**config.mk**
```make
export PLATFORM = sky130hd
export DESIGN_NAME = ref_input_energy_detect_ctl
export DESIGN_NICKNAME = d
export VERILOG_FILES = /design/src/hdl/ref_detect_pkg.sv /design/src/hdl/ref_input_energy_detect_ctl.sv
export VERILOG_INCLUDE_DIRS = /design/src /design/src/hdl
export SDC_FILE = /design/constraint.sdc
export NUM_CORES = 1
export LEC_CHECK = 0
export BUFFER_PORTS_ARGS = -buffer_cell sky130_fd_sc_hd__buf_2
export CORE_MARGIN = 2
export CORE_UTILIZATION = 26
export CTS_BUF_LIST = sky130_fd_sc_hd__clkbuf_4 sky130_fd_sc_hd__clkbuf_8
export CTS_CLUSTER_SIZE = 12
export DETAILED_ROUTE_END_ITERATION = 8
export PLACE_DENSITY_LB_ADDON = 0.08
export SLEW_MARGIN = 15
export SYNTH_ARGS = -nofsm -noshare
export SYNTH_HDL_FRONTEND = slang
export SYNTH_SLANG_ARGS = --single-unit
```
**constraint.sdc**
```tcl
create_clock -name clk_i -period 1.3 [get_ports clk_i]
set_input_delay 0.325 -clock clk_i [delete_from_list [all_inputs] [get_ports clk_i]]
set_output_delay 0.325 -clock clk_i [all_outputs]
set_load 0.01 [all_outputs]
```
**src/hdl/ref_detect_cfg.svh**
```systemverilog
// Purpose: constants for the reference input activity detect control
// Assumes: 250 MHz register clock, 8-bit register index port
// Notes:   offsets, fields, reset values and counts only
`ifndef REF_DETECT_CFG_SVH
`define REF_DETECT_CFG_SVH

`define REF_DETECT_CTL_INDEX   8'h19
`define SEC_METHOD_MSB         7
`define SEC_METHOD_LSB         6
`define PRI_METHOD_MSB         5
`define PRI_METHOD_LSB         4
`define SEC_THRESH_MSB         3
`define SEC_THRESH_LSB         2
`define PRI_THRESH_MSB         1
`define PRI_THRESH_LSB         0
`define REF_DETECT_CTL_RESET   8'h55
`define DETECT_WINDOW_NS       4096
`define CLK_PERIOD_NS          4
`define DETECT_WINDOW_CYCLES   (`DETECT_WINDOW_NS / `CLK_PERIOD_NS)

`endif

```
**src/hdl/ref_detect_pkg.sv**
```systemverilog
// Purpose: types for the reference input activity detect control
// Assumes: nothing beyond the cfg header
// Notes:   index 0 is the primary input, index 1 the secondary
package ref_detect_pkg;

    typedef enum logic [1:0] {
        METHOD_RISE  = 2'b00,
        METHOD_BOTH  = 2'b01,
        METHOD_FALL  = 2'b10,
        METHOD_LEVEL = 2'b11
    } detect_method_e;

    typedef struct packed {
        detect_method_e secondary_detect_method;
        detect_method_e primary_detect_method;
        logic [1:0]     secondary_comparator_threshold;
        logic [1:0]     primary_comparator_threshold;
    } reference_detect_control_s;

    typedef struct packed {
        logic [7:0] addr;
        logic       wr;
        logic       rd;
        logic [7:0] wdata;
    } reg_req_s;

endpackage : ref_detect_pkg

```
**src/hdl/ref_input_energy_detect_ctl.sv**
```systemverilog
// Purpose: detect control register and per-input activity detectors
// Assumes: reference samples and level comparator flags are synchronous to clk_i
// Notes:   a valid flag updates at the end of each detection window unless its method changes in that window's last cycle
//          a method change drops what the window has gathered so far
//          edge history follows the pin through reset, so release shows no edge
`timescale 1ns/1ns
`include "ref_detect_cfg.svh"

module ref_input_energy_detect_ctl #(
    parameter int WINDOW_CYCLES = `DETECT_WINDOW_CYCLES
) (
    input  wire logic                          clk_i,
    input  wire logic                          sys_rst_i,
    input  wire ref_detect_pkg::reg_req_s      reg_req_i,
    output      logic [7:0]                    reg_rdata_o,
    input  wire logic [1:0]                    ref_sample_i,
    input  wire logic [1:0]                    ref_above_high_i,
    input  wire logic [1:0]                    ref_below_low_i,
    output      logic [1:0]                    ref_valid_o,
    output      logic [1:0]                    secondary_comparator_threshold_o,
    output      logic [1:0]                    primary_comparator_threshold_o
);
    import ref_detect_pkg::*;

    // ------------------------------------------------------------
    // window sizing
    // ------------------------------------------------------------
    localparam int CW = $clog2(WINDOW_CYCLES + 1);
    localparam logic [CW-1:0] WIN_LAST = CW'(WINDOW_CYCLES - 1);

    // ------------------------------------------------------------
    // state and nets
    // ------------------------------------------------------------
    reference_detect_control_s ctl_reg;
    logic [CW-1:0]             win_cnt_reg;
    logic                      win_end;
    logic                      ctl_hit;
    logic                      ctl_write;
    logic [1:0]                method_change;
    detect_method_e            method [2];
    reference_detect_control_s ctl_next;
    logic [7:0]                rdata_next;
    logic [CW-1:0]             win_cnt_next;

    // ------------------------------------------------------------
    // register decode
    // ------------------------------------------------------------
    assign ctl_hit   = (reg_req_i.addr == `REF_DETECT_CTL_INDEX);
    assign ctl_write = reg_req_i.wr && ctl_hit;

    // ------------------------------------------------------------
    // control register
    // ------------------------------------------------------------
    always_comb begin
        ctl_next = ctl_reg;
        if (ctl_write) begin
            ctl_next = reference_detect_control_s'(reg_req_i.wdata);
        end
    end

    always_ff @(posedge clk_i) begin
        if (sys_rst_i) begin
            ctl_reg <= reference_detect_control_s'(`REF_DETECT_CTL_RESET);
        end else begin
            ctl_reg <= ctl_next;
        end
    end

    // ------------------------------------------------------------
    // read data
    // ------------------------------------------------------------
    always_comb begin
        rdata_next = reg_rdata_o;
        if (reg_req_i.rd) begin
            rdata_next = ctl_hit ? 8'(ctl_reg) : 8'h00;
        end
    end

    always_ff @(posedge clk_i) begin
        if (sys_rst_i) begin
            reg_rdata_o <= 8'h00;
        end else begin
            reg_rdata_o <= rdata_next;
        end
    end

    // ------------------------------------------------------------
    // threshold outputs
    // ------------------------------------------------------------
    assign secondary_comparator_threshold_o = ctl_reg.secondary_comparator_threshold;
    assign primary_comparator_threshold_o   = ctl_reg.primary_comparator_threshold;

    // ------------------------------------------------------------
    // method fields
    // ------------------------------------------------------------
    assign method[0] = ctl_reg.primary_detect_method;
    assign method[1] = ctl_reg.secondary_detect_method;

    always_comb begin
        method_change = 2'h0;
        if (ctl_write) begin
            method_change[0] = reg_req_i.wdata[`PRI_METHOD_MSB:`PRI_METHOD_LSB]
                != ctl_reg.primary_detect_method;
            method_change[1] = reg_req_i.wdata[`SEC_METHOD_MSB:`SEC_METHOD_LSB]
                != ctl_reg.secondary_detect_method;
        end
    end

    // ------------------------------------------------------------
    // detection window
    // ------------------------------------------------------------
    assign win_end = (win_cnt_reg == WIN_LAST);

    always_comb begin
        win_cnt_next = win_cnt_reg + 1'b1;
        if (win_end) begin
            win_cnt_next = '0;
        end
    end

    always_ff @(posedge clk_i) begin
        if (sys_rst_i) begin
            win_cnt_reg <= '0;
        end else begin
            win_cnt_reg <= win_cnt_next;
        end
    end

    // ------------------------------------------------------------
    // per-input detectors
    // ------------------------------------------------------------
    generate
        for (genvar i = 0; i < 2; i++) begin : g_input
            logic prev_reg;
            logic seen_a_reg;
            logic seen_b_reg;
            logic valid_reg;
            logic hit_a;
            logic hit_b;
            logic rise;
            logic fall;
            logic seen_a_next;
            logic seen_b_next;
            logic valid_next;

            // ----------------------------------------------------
            // edge events
            // ----------------------------------------------------
            always_ff @(posedge clk_i) begin
                prev_reg <= ref_sample_i[i];
            end

            assign rise = ref_sample_i[i] && !prev_reg;
            assign fall = !ref_sample_i[i] && prev_reg;

            // ----------------------------------------------------
            // method decode
            // ----------------------------------------------------
            always_comb begin
                hit_a = 1'b0;
                hit_b = 1'b1;
                unique case (method[i])
                    METHOD_RISE: begin
                        hit_a = rise;
                    end
                    METHOD_BOTH: begin
                        hit_a = rise || fall;
                    end
                    METHOD_FALL: begin
                        hit_a = fall;
                    end
                    METHOD_LEVEL: begin
                        hit_a = ref_above_high_i[i];
                        hit_b = ref_below_low_i[i];
                    end
                endcase
            end

            // ----------------------------------------------------
            // window accumulation
            // ----------------------------------------------------
            always_comb begin
                seen_a_next = seen_a_reg || hit_a;
                seen_b_next = seen_b_reg || hit_b;
                valid_next  = valid_reg;
                if (win_end && !method_change[i]) begin
                    valid_next = seen_a_next && seen_b_next;
                end
                if (win_end || method_change[i]) begin
                    seen_a_next = 1'b0;
                    seen_b_next = 1'b0;
                end
            end

            always_ff @(posedge clk_i) begin
                if (sys_rst_i) begin
                    seen_a_reg <= 1'b0;
                    seen_b_reg <= 1'b0;
                end else begin
                    seen_a_reg <= seen_a_next;
                    seen_b_reg <= seen_b_next;
                end
            end

            // ----------------------------------------------------
            // valid flag
            // ----------------------------------------------------
            always_ff @(posedge clk_i) begin
                if (sys_rst_i) begin
                    valid_reg <= 1'b0;
                end else begin
                    valid_reg <= valid_next;
                end
            end

            // ----------------------------------------------------
            // flag out
            // ----------------------------------------------------
            assign ref_valid_o[i] = valid_reg;
        end
    endgenerate

endmodule : ref_input_energy_detect_ctl

```
==> results.txt, run 1 <==
DR WL/cell = 12.5 µm
share of cells above drive strength 1 = 0.432
Clock Tree Buf Depth = 2
Filler cells = 607
hold path start = ref_sample_i[0]
post-synthesis adder-cell area fraction = 0.0400
combinational power share = 0.087
Final nets = 252
CP Class = flop to flop
CP Capture Type = flop
Clk pwr share = 0.411
max reg flops = 11
relative slew slack = 0.743
Worst setup SP type = flop
Synth top area share = 0.448
period utilization = 1.06
Sw Share = 0.229
post-synth top area cell = dfxtp_1
CTS tree = yes
max_cap viols = 0
ant diodes = 0
multiplexer area fraction after synthesis = 0.0929
net count after synthesis = 194
Mean Syn Cell Area = 9.59 µm²
core region area = 5850 µm²
Synth Area in XOR/XNOR = 0.0673
Overall Global Routing Usage = 0.122
H-tree level count = 2
Post-Route Hold Slack = 0.223 ns
dpl ws = -0.296 ns
iteration-0 DRC count of the detailed router = 39
Seq cells post-synth = 35
PortBufs = 39
Least-Margin Pin Slew = 0.380 ns
Netlist cell types = 31
failing checks = setup timing
WP data required = 1.49 ns
Fin Clk Skew = 0.00528 ns
Min-Delay Path Class = input port to flop
Seq/Total Area, Yosys = 0.448
Post-CTS Setup Bufs = 0
detailed-route via count = 1,291
Initial Utilization = 0.267
root buffer cell = clkbuf_8
run status = complete, but fails checks
initial antenna violation count = 0
clock sink count = 35
main combinational cell family by area after synthesis = simple AND/OR/NAND/NOR gates
Area Growth Syn to Fin = 37.8%
HPWL after detailed placement = 2880 µm
Synth area leaders = dfxtp_1 45%, nor2_1 7.2%, mux2i_1 6.4%
Worst-Skew Late Latency = 0.29 ns
minimum clock period = 1.38 ns
die width = 81.5 µm
chip height = 81.5 µm
Routed Antenna Nets = 0
maximum VDD drop = 0.482 mV
P_int = 1.70 mW
leakage = 1.02 nW
reg2reg start = g_input[0].prev_reg
Max Fclk = 0.723 GHz
most common cell after layout, fill and taps aside = buf_2
cell count after synthesis = 163
Synth Area in Compound Gates = 0.0673
DR vias/cell = 4.35
clk slew on worst S/H paths = 0.07 ns
commonest non-fill, non-tap cells in the layout = 39 x buf_2, 31 x dfxtp_1, 30 x nor2_1
yosys warns = 0
Design Area, Final = 2150 µm²
Residual DRC = 0
routed wire length = 3710 µm
Final WS setup = -0.0832 ns
Final Hold Fails = 0
Synth Cell Area = 1560 µm²
pwr/cell area = 1030 nW/µm²
crit path max fanout = 2
Placement Cell Area = 2000 µm²
critical path arrival = 1.57 ns
total gr overflow = 0
global-route wire length before repair = 5960 µm
I/O pin cnt = 40
largest net degree at the start of global routing = 11
Placer Congestion = 0.772
Net Switching = 507 µW
hold buffer count at CTS = 0
simple-gate area share of the yosys netlist = 0.214
Slew Viols, Final = 0
Flop pwr share = 0.503
vias in the first global route = 1,299
setup violators final = 4
CP Launch Point = g_input[0].prev_reg
Die ar. = 6650 µm²
post-layout util = 0.368
drt first pass iters = 3
RSZ-0062 raised after global routing = true
row cnt = 28
total CTS buffers = 5
==> worst paths after layout <==
path                          end  slack, ns  cells past startpoint
min reg2reg  g_input[1].valid_reg       0.46                      2
max reg2reg  g_input[0].valid_reg      -0.08                      5
min           g_input[0].prev_reg       0.22                      1
max          g_input[0].valid_reg      -0.08                      5
==> final cells by class <==
cell class              instances  area [µm²]  area share
well taps                      75        93.8      0.0436
repair buffers                 62         372       0.173
inverters                       9        48.8      0.0227
clock buffers                   8         104      0.0482
flip-flops and latches         35         706       0.328
multi-input cells             108         830       0.385
==> critical path, stage by stage (launching register included) <==
cell     delay, ns
dfxtp_2       0.34
ha_4          0.25
inv_2         0.02
mux4_2        0.46
o21ai_1       0.13
mux2i_1       0.07
==> timing repair <==
| action | CTS | global route |
|---|---|---|
| endpoints found under the setup margin | 5 | 13 |
| pin swaps | 2 | 3 |
| cloned | 0 | 0 |
| hold endpoints to repair | 0 | 0 |
| gates resized for setup | 3 | 6 |
==> synthesized netlist by cell type (all sizes together) <==
cell type	count
nand3	4
xor2	11
a41o	1
nand2	8
a21oi	8
mux4	2
buf	10
dfxtp	35
nor2b	8
and3	1
nand4	2
and4	4
nor4bb	2
xnor2	1
mux2i	10
o21bai	2
nor4b	1
clkbuf	1
inv	9
nor2	32
a311oi	1
ha	5
o21ai	4
and4bb	1
==> through the flow <==
stage	cells	power [mW]	TNS, ns
after floorplan	163	1.22	-0.148
after global placement	289	1.31	-3.31
after detailed placement	289	1.32	-3.77
after CTS	297	2.23	-0.254
after global routing	297	2.31	-0.549
final	297	2.21	-0.248
==> kinds of logic after synthesis <==
family / after synthesis
and+or+nand+nor: 63
DFF: 35
buffers and inverters: 20
AOI/OAI and AO/OA: 16
xor gates and xnor gates: 12
muxes: 12
adders and majority gates: 5
==> power groups by stage <==
stage | clock network, mW | registers [mW] | logic, mW
floorplan | 0 | 1.13 | 0.0892
global placement | 0 | 1.13 | 0.176
global route | 0.984 | 1.11 | 0.217
detailed placement | 0 | 1.13 | 0.184
finish | 0.907 | 1.11 | 0.191
CTS | 0.936 | 1.11 | 0.187
==> metal layers <==
| layer | GRT usage | wire [µm] | part of all wire | vias to the layer above |
|---|---|---|---|---|
| met3 | 0.0462 | 226 | 0.061 | 6 |
| li1 | - | - | - | 654 |
| met4 | 0.0576 | 61 | 0.016 | 0 |
| met5 | 0 | 0 | 0 | - |
| met2 | 0.212 | 1860 | 0.50 | 23 |
| met1 | 0.131 | 1560 | 0.42 | 608 |
(Power assumes the default switching activity.)
==> run 2: changes to the inputs <==
Settings changed: CELL_PAD_IN_SITES_DETAIL_PLACEMENT set to 1, CELL_PAD_IN_SITES_GLOBAL_PLACEMENT set to 1.
==> results.txt, run 2 (synthesis results as in run 1) <==
run status = complete, but fails checks (unchanged)
failing checks = setup timing (unchanged)
CP Capture Type = flop (unchanged)
Overall Global Routing Usage = 0.131 (was 0.122)
detailed-route via count = 1,311 (was 1,291)
PortBufs = 39 (unchanged)
total gr overflow = 0 (unchanged)
die width = 81.5 µm (unchanged)
max reg flops = 11 (unchanged)
CTS tree = yes (unchanged)
max_cap viols = 0 (unchanged)
CP Buf/Inv Count = 1 (unchanged)
post-layout util = 0.364 (was 0.368)
commonest non-fill, non-tap cells in the layout = 39 x buf_2, 31 x dfxtp_1, 29 x nor2_1 (was 39 x buf_2, 31 x dfxtp_1, 30 x nor2_1)
clk slew on worst S/H paths = 0.07 ns (about the same)
Routed Antenna Nets = 0 (unchanged)
Worst-Skew Late Latency = 0.28 ns (was 0.29 ns)
Final Hold Fails = 0 (unchanged)
Least-Margin Pin Slew = 0.468 ns (was 0.380 ns)
Die ar. = 6650 µm² (unchanged)
initial antenna violation count = 0 (unchanged)
Slew Viols, Final = 0 (unchanged)
leakage = 0.999 nW (was 1.02 nW)
relative slew slack = 0.684 (was 0.743)
Post-Route Hold Slack = 0.243 ns (was 0.223 ns)
routed wire length = 3960 µm (was 3710 µm)
Final nets = 251 (was 252)
Final WS setup = -0.104 ns (was -0.0832 ns)
WP data required = 1.47 ns (was 1.49 ns)
Area Growth Syn to Fin = 36.4% (was 37.8%)
total CTS buffers = 5 (unchanged)
pwr/cell area = 957 nW/µm² (was 1030 nW/µm²)
iteration-0 DRC count of the detailed router = 45 (was 39)
final setup TNS = -0.317 ns (was -0.248 ns)
CP top delay family = multiplexers (unchanged)
minimum clock period = 1.40 ns (was 1.38 ns)
clock sink count = 35 (unchanged)
period utilization = 1.08 (was 1.06)
Max Fclk = 0.712 GHz (was 0.723 GHz)
share of cells above drive strength 1 = 0.434 (was 0.432)
dpl ws = -0.340 ns (was -0.296 ns)
I/O pin cnt = 40 (unchanged)
Worst setup SP type = flop (unchanged)
Final Power = 2.04 mW (was 2.21 mW)
ant diodes = 0 (unchanged)
hold buffer count at CTS = 0 (unchanged)
DR WL/cell = 13.5 µm (was 12.5 µm)
critical path arrival = 1.57 ns (about the same)
Clock Tree Buf Depth = 2 (unchanged)
global-route wire length before repair = 6530 µm (was 5960 µm)
largest net degree at the start of global routing = 14 (was 11)
RSZ-0062 raised after global routing = true (unchanged)
HPWL after detailed placement = 3160 µm (was 2880 µm)
CP Class = flop to flop (unchanged)
chip height = 81.5 µm (unchanged)
Initial Utilization = 0.267 (unchanged)
vias in the first global route = 1,405 (was 1,299)
Placer Congestion = 0.688 (was 0.772)
crit path max fanout = 2 (unchanged)
DR vias/cell = 4.46 (was 4.35)
Min-Delay Path Class = input port to flop (unchanged)
maximum VDD drop = 0.401 mV (was 0.482 mV)
Residual DRC = 0 (unchanged)
critical path, cell by cell = ha_4 -> inv_2 -> mux4_2 -> o21ai_2 -> mux2i_1 (was ha_4 -> inv_2 -> mux4_2 -> o21ai_1 -> mux2i_1)
CP peak stage delay = 0.47 ns (was 0.46 ns)
slowest CP cell = mux4_2 (unchanged)
drt first pass iters = 4 (was 3)
most common cell after layout, fill and taps aside = buf_2 (unchanged)
H-tree level count = 2 (unchanged)
row cnt = 28 (unchanged)
setup violators final = 4 (unchanged)
root buffer cell = clkbuf_8 (unchanged)
core region area = 5850 µm² (unchanged)
Fin Clk Skew = 0.00311 ns (was 0.00528 ns)
## run 2: cell count changes in the layout (fill, tap and decap cells not counted), sizes merged
cell,delta
clkbuf,-2
buf,-1
## run 2: worst reg2reg max path, delay by kind of cell (launching register included)
family	cells	cell delay (ns)
adders and majority gates	1	0.26
DFF	1	0.34
AOI/OAI and AO/OA	1	0.13
muxes	2	0.54
buffers and inverters	1	0.02
## run 2: timing repair
action	in CTS	in global routing
gates cloned	0	0
hold endpoints to repair	0	0
pin swaps	2	4
setup buffers	0	1
setup endpoints to repair	14	14
gates resized for setup	7	5
## run 2: worst paths after layout
kind                            slack [ns]                   end  depth (start not counted)                  from
worst max-delay path                 -0.10  g_input[0].valid_reg                          5   g_input[0].prev_reg
worst min-delay path                  0.24   g_input[1].prev_reg                          1       ref_sample_i[1]
worst max register to register       -0.10  g_input[0].valid_reg                          5   g_input[0].prev_reg
worst min register to register        0.47  g_input[0].valid_reg                          2  g_input[0].valid_reg
## run 2: power by group
| part | switching [mW] | leakage (nW) | internal (mW) |
|---|---|---|---|
| registers | 0.0161 | 0.285 | 1.10 |
| logic | 0.0921 | 0.673 | 0.107 |
| clock network | 0.352 | 0.0406 | 0.378 |
| total | 0.460 | 0.999 | 1.58 |
## run 2: layout make-up
class / instances / area (µm²)
Timing Repair Buffer: 61 / 380
Multi-Input combinational cell: 108 / 827
Sequential cell: 35 / 706
Inverter: 9 / 48.8
Tap cell: 75 / 93.8
Clock buffer: 6 / 76.3
Fill cell: 694 / 3720
## run 2: metrics by stage
stage	std cells	instance area, µm²
6_report	294	2130
5_1_grt	294	2130
4_1_cts	293	2110
3_5_place_dp	287	2000
3_3_place_gp	287	2000
2_1_floorplan	163	1620
## run 2: layer usage
metal / GRT usage / part of all wire / vias up / routed length, µm
met3: 0.0297 / 0.039 / 2 / 154
met2: 0.252 / 0.56 / 24 / 2210
met5: 0 / 0 / - / 0
met1: 0.140 / 0.40 / 638 / 1570
li1: - / - / 647 / -
met4: 0.0458 / 0.0063 / 0 / 25
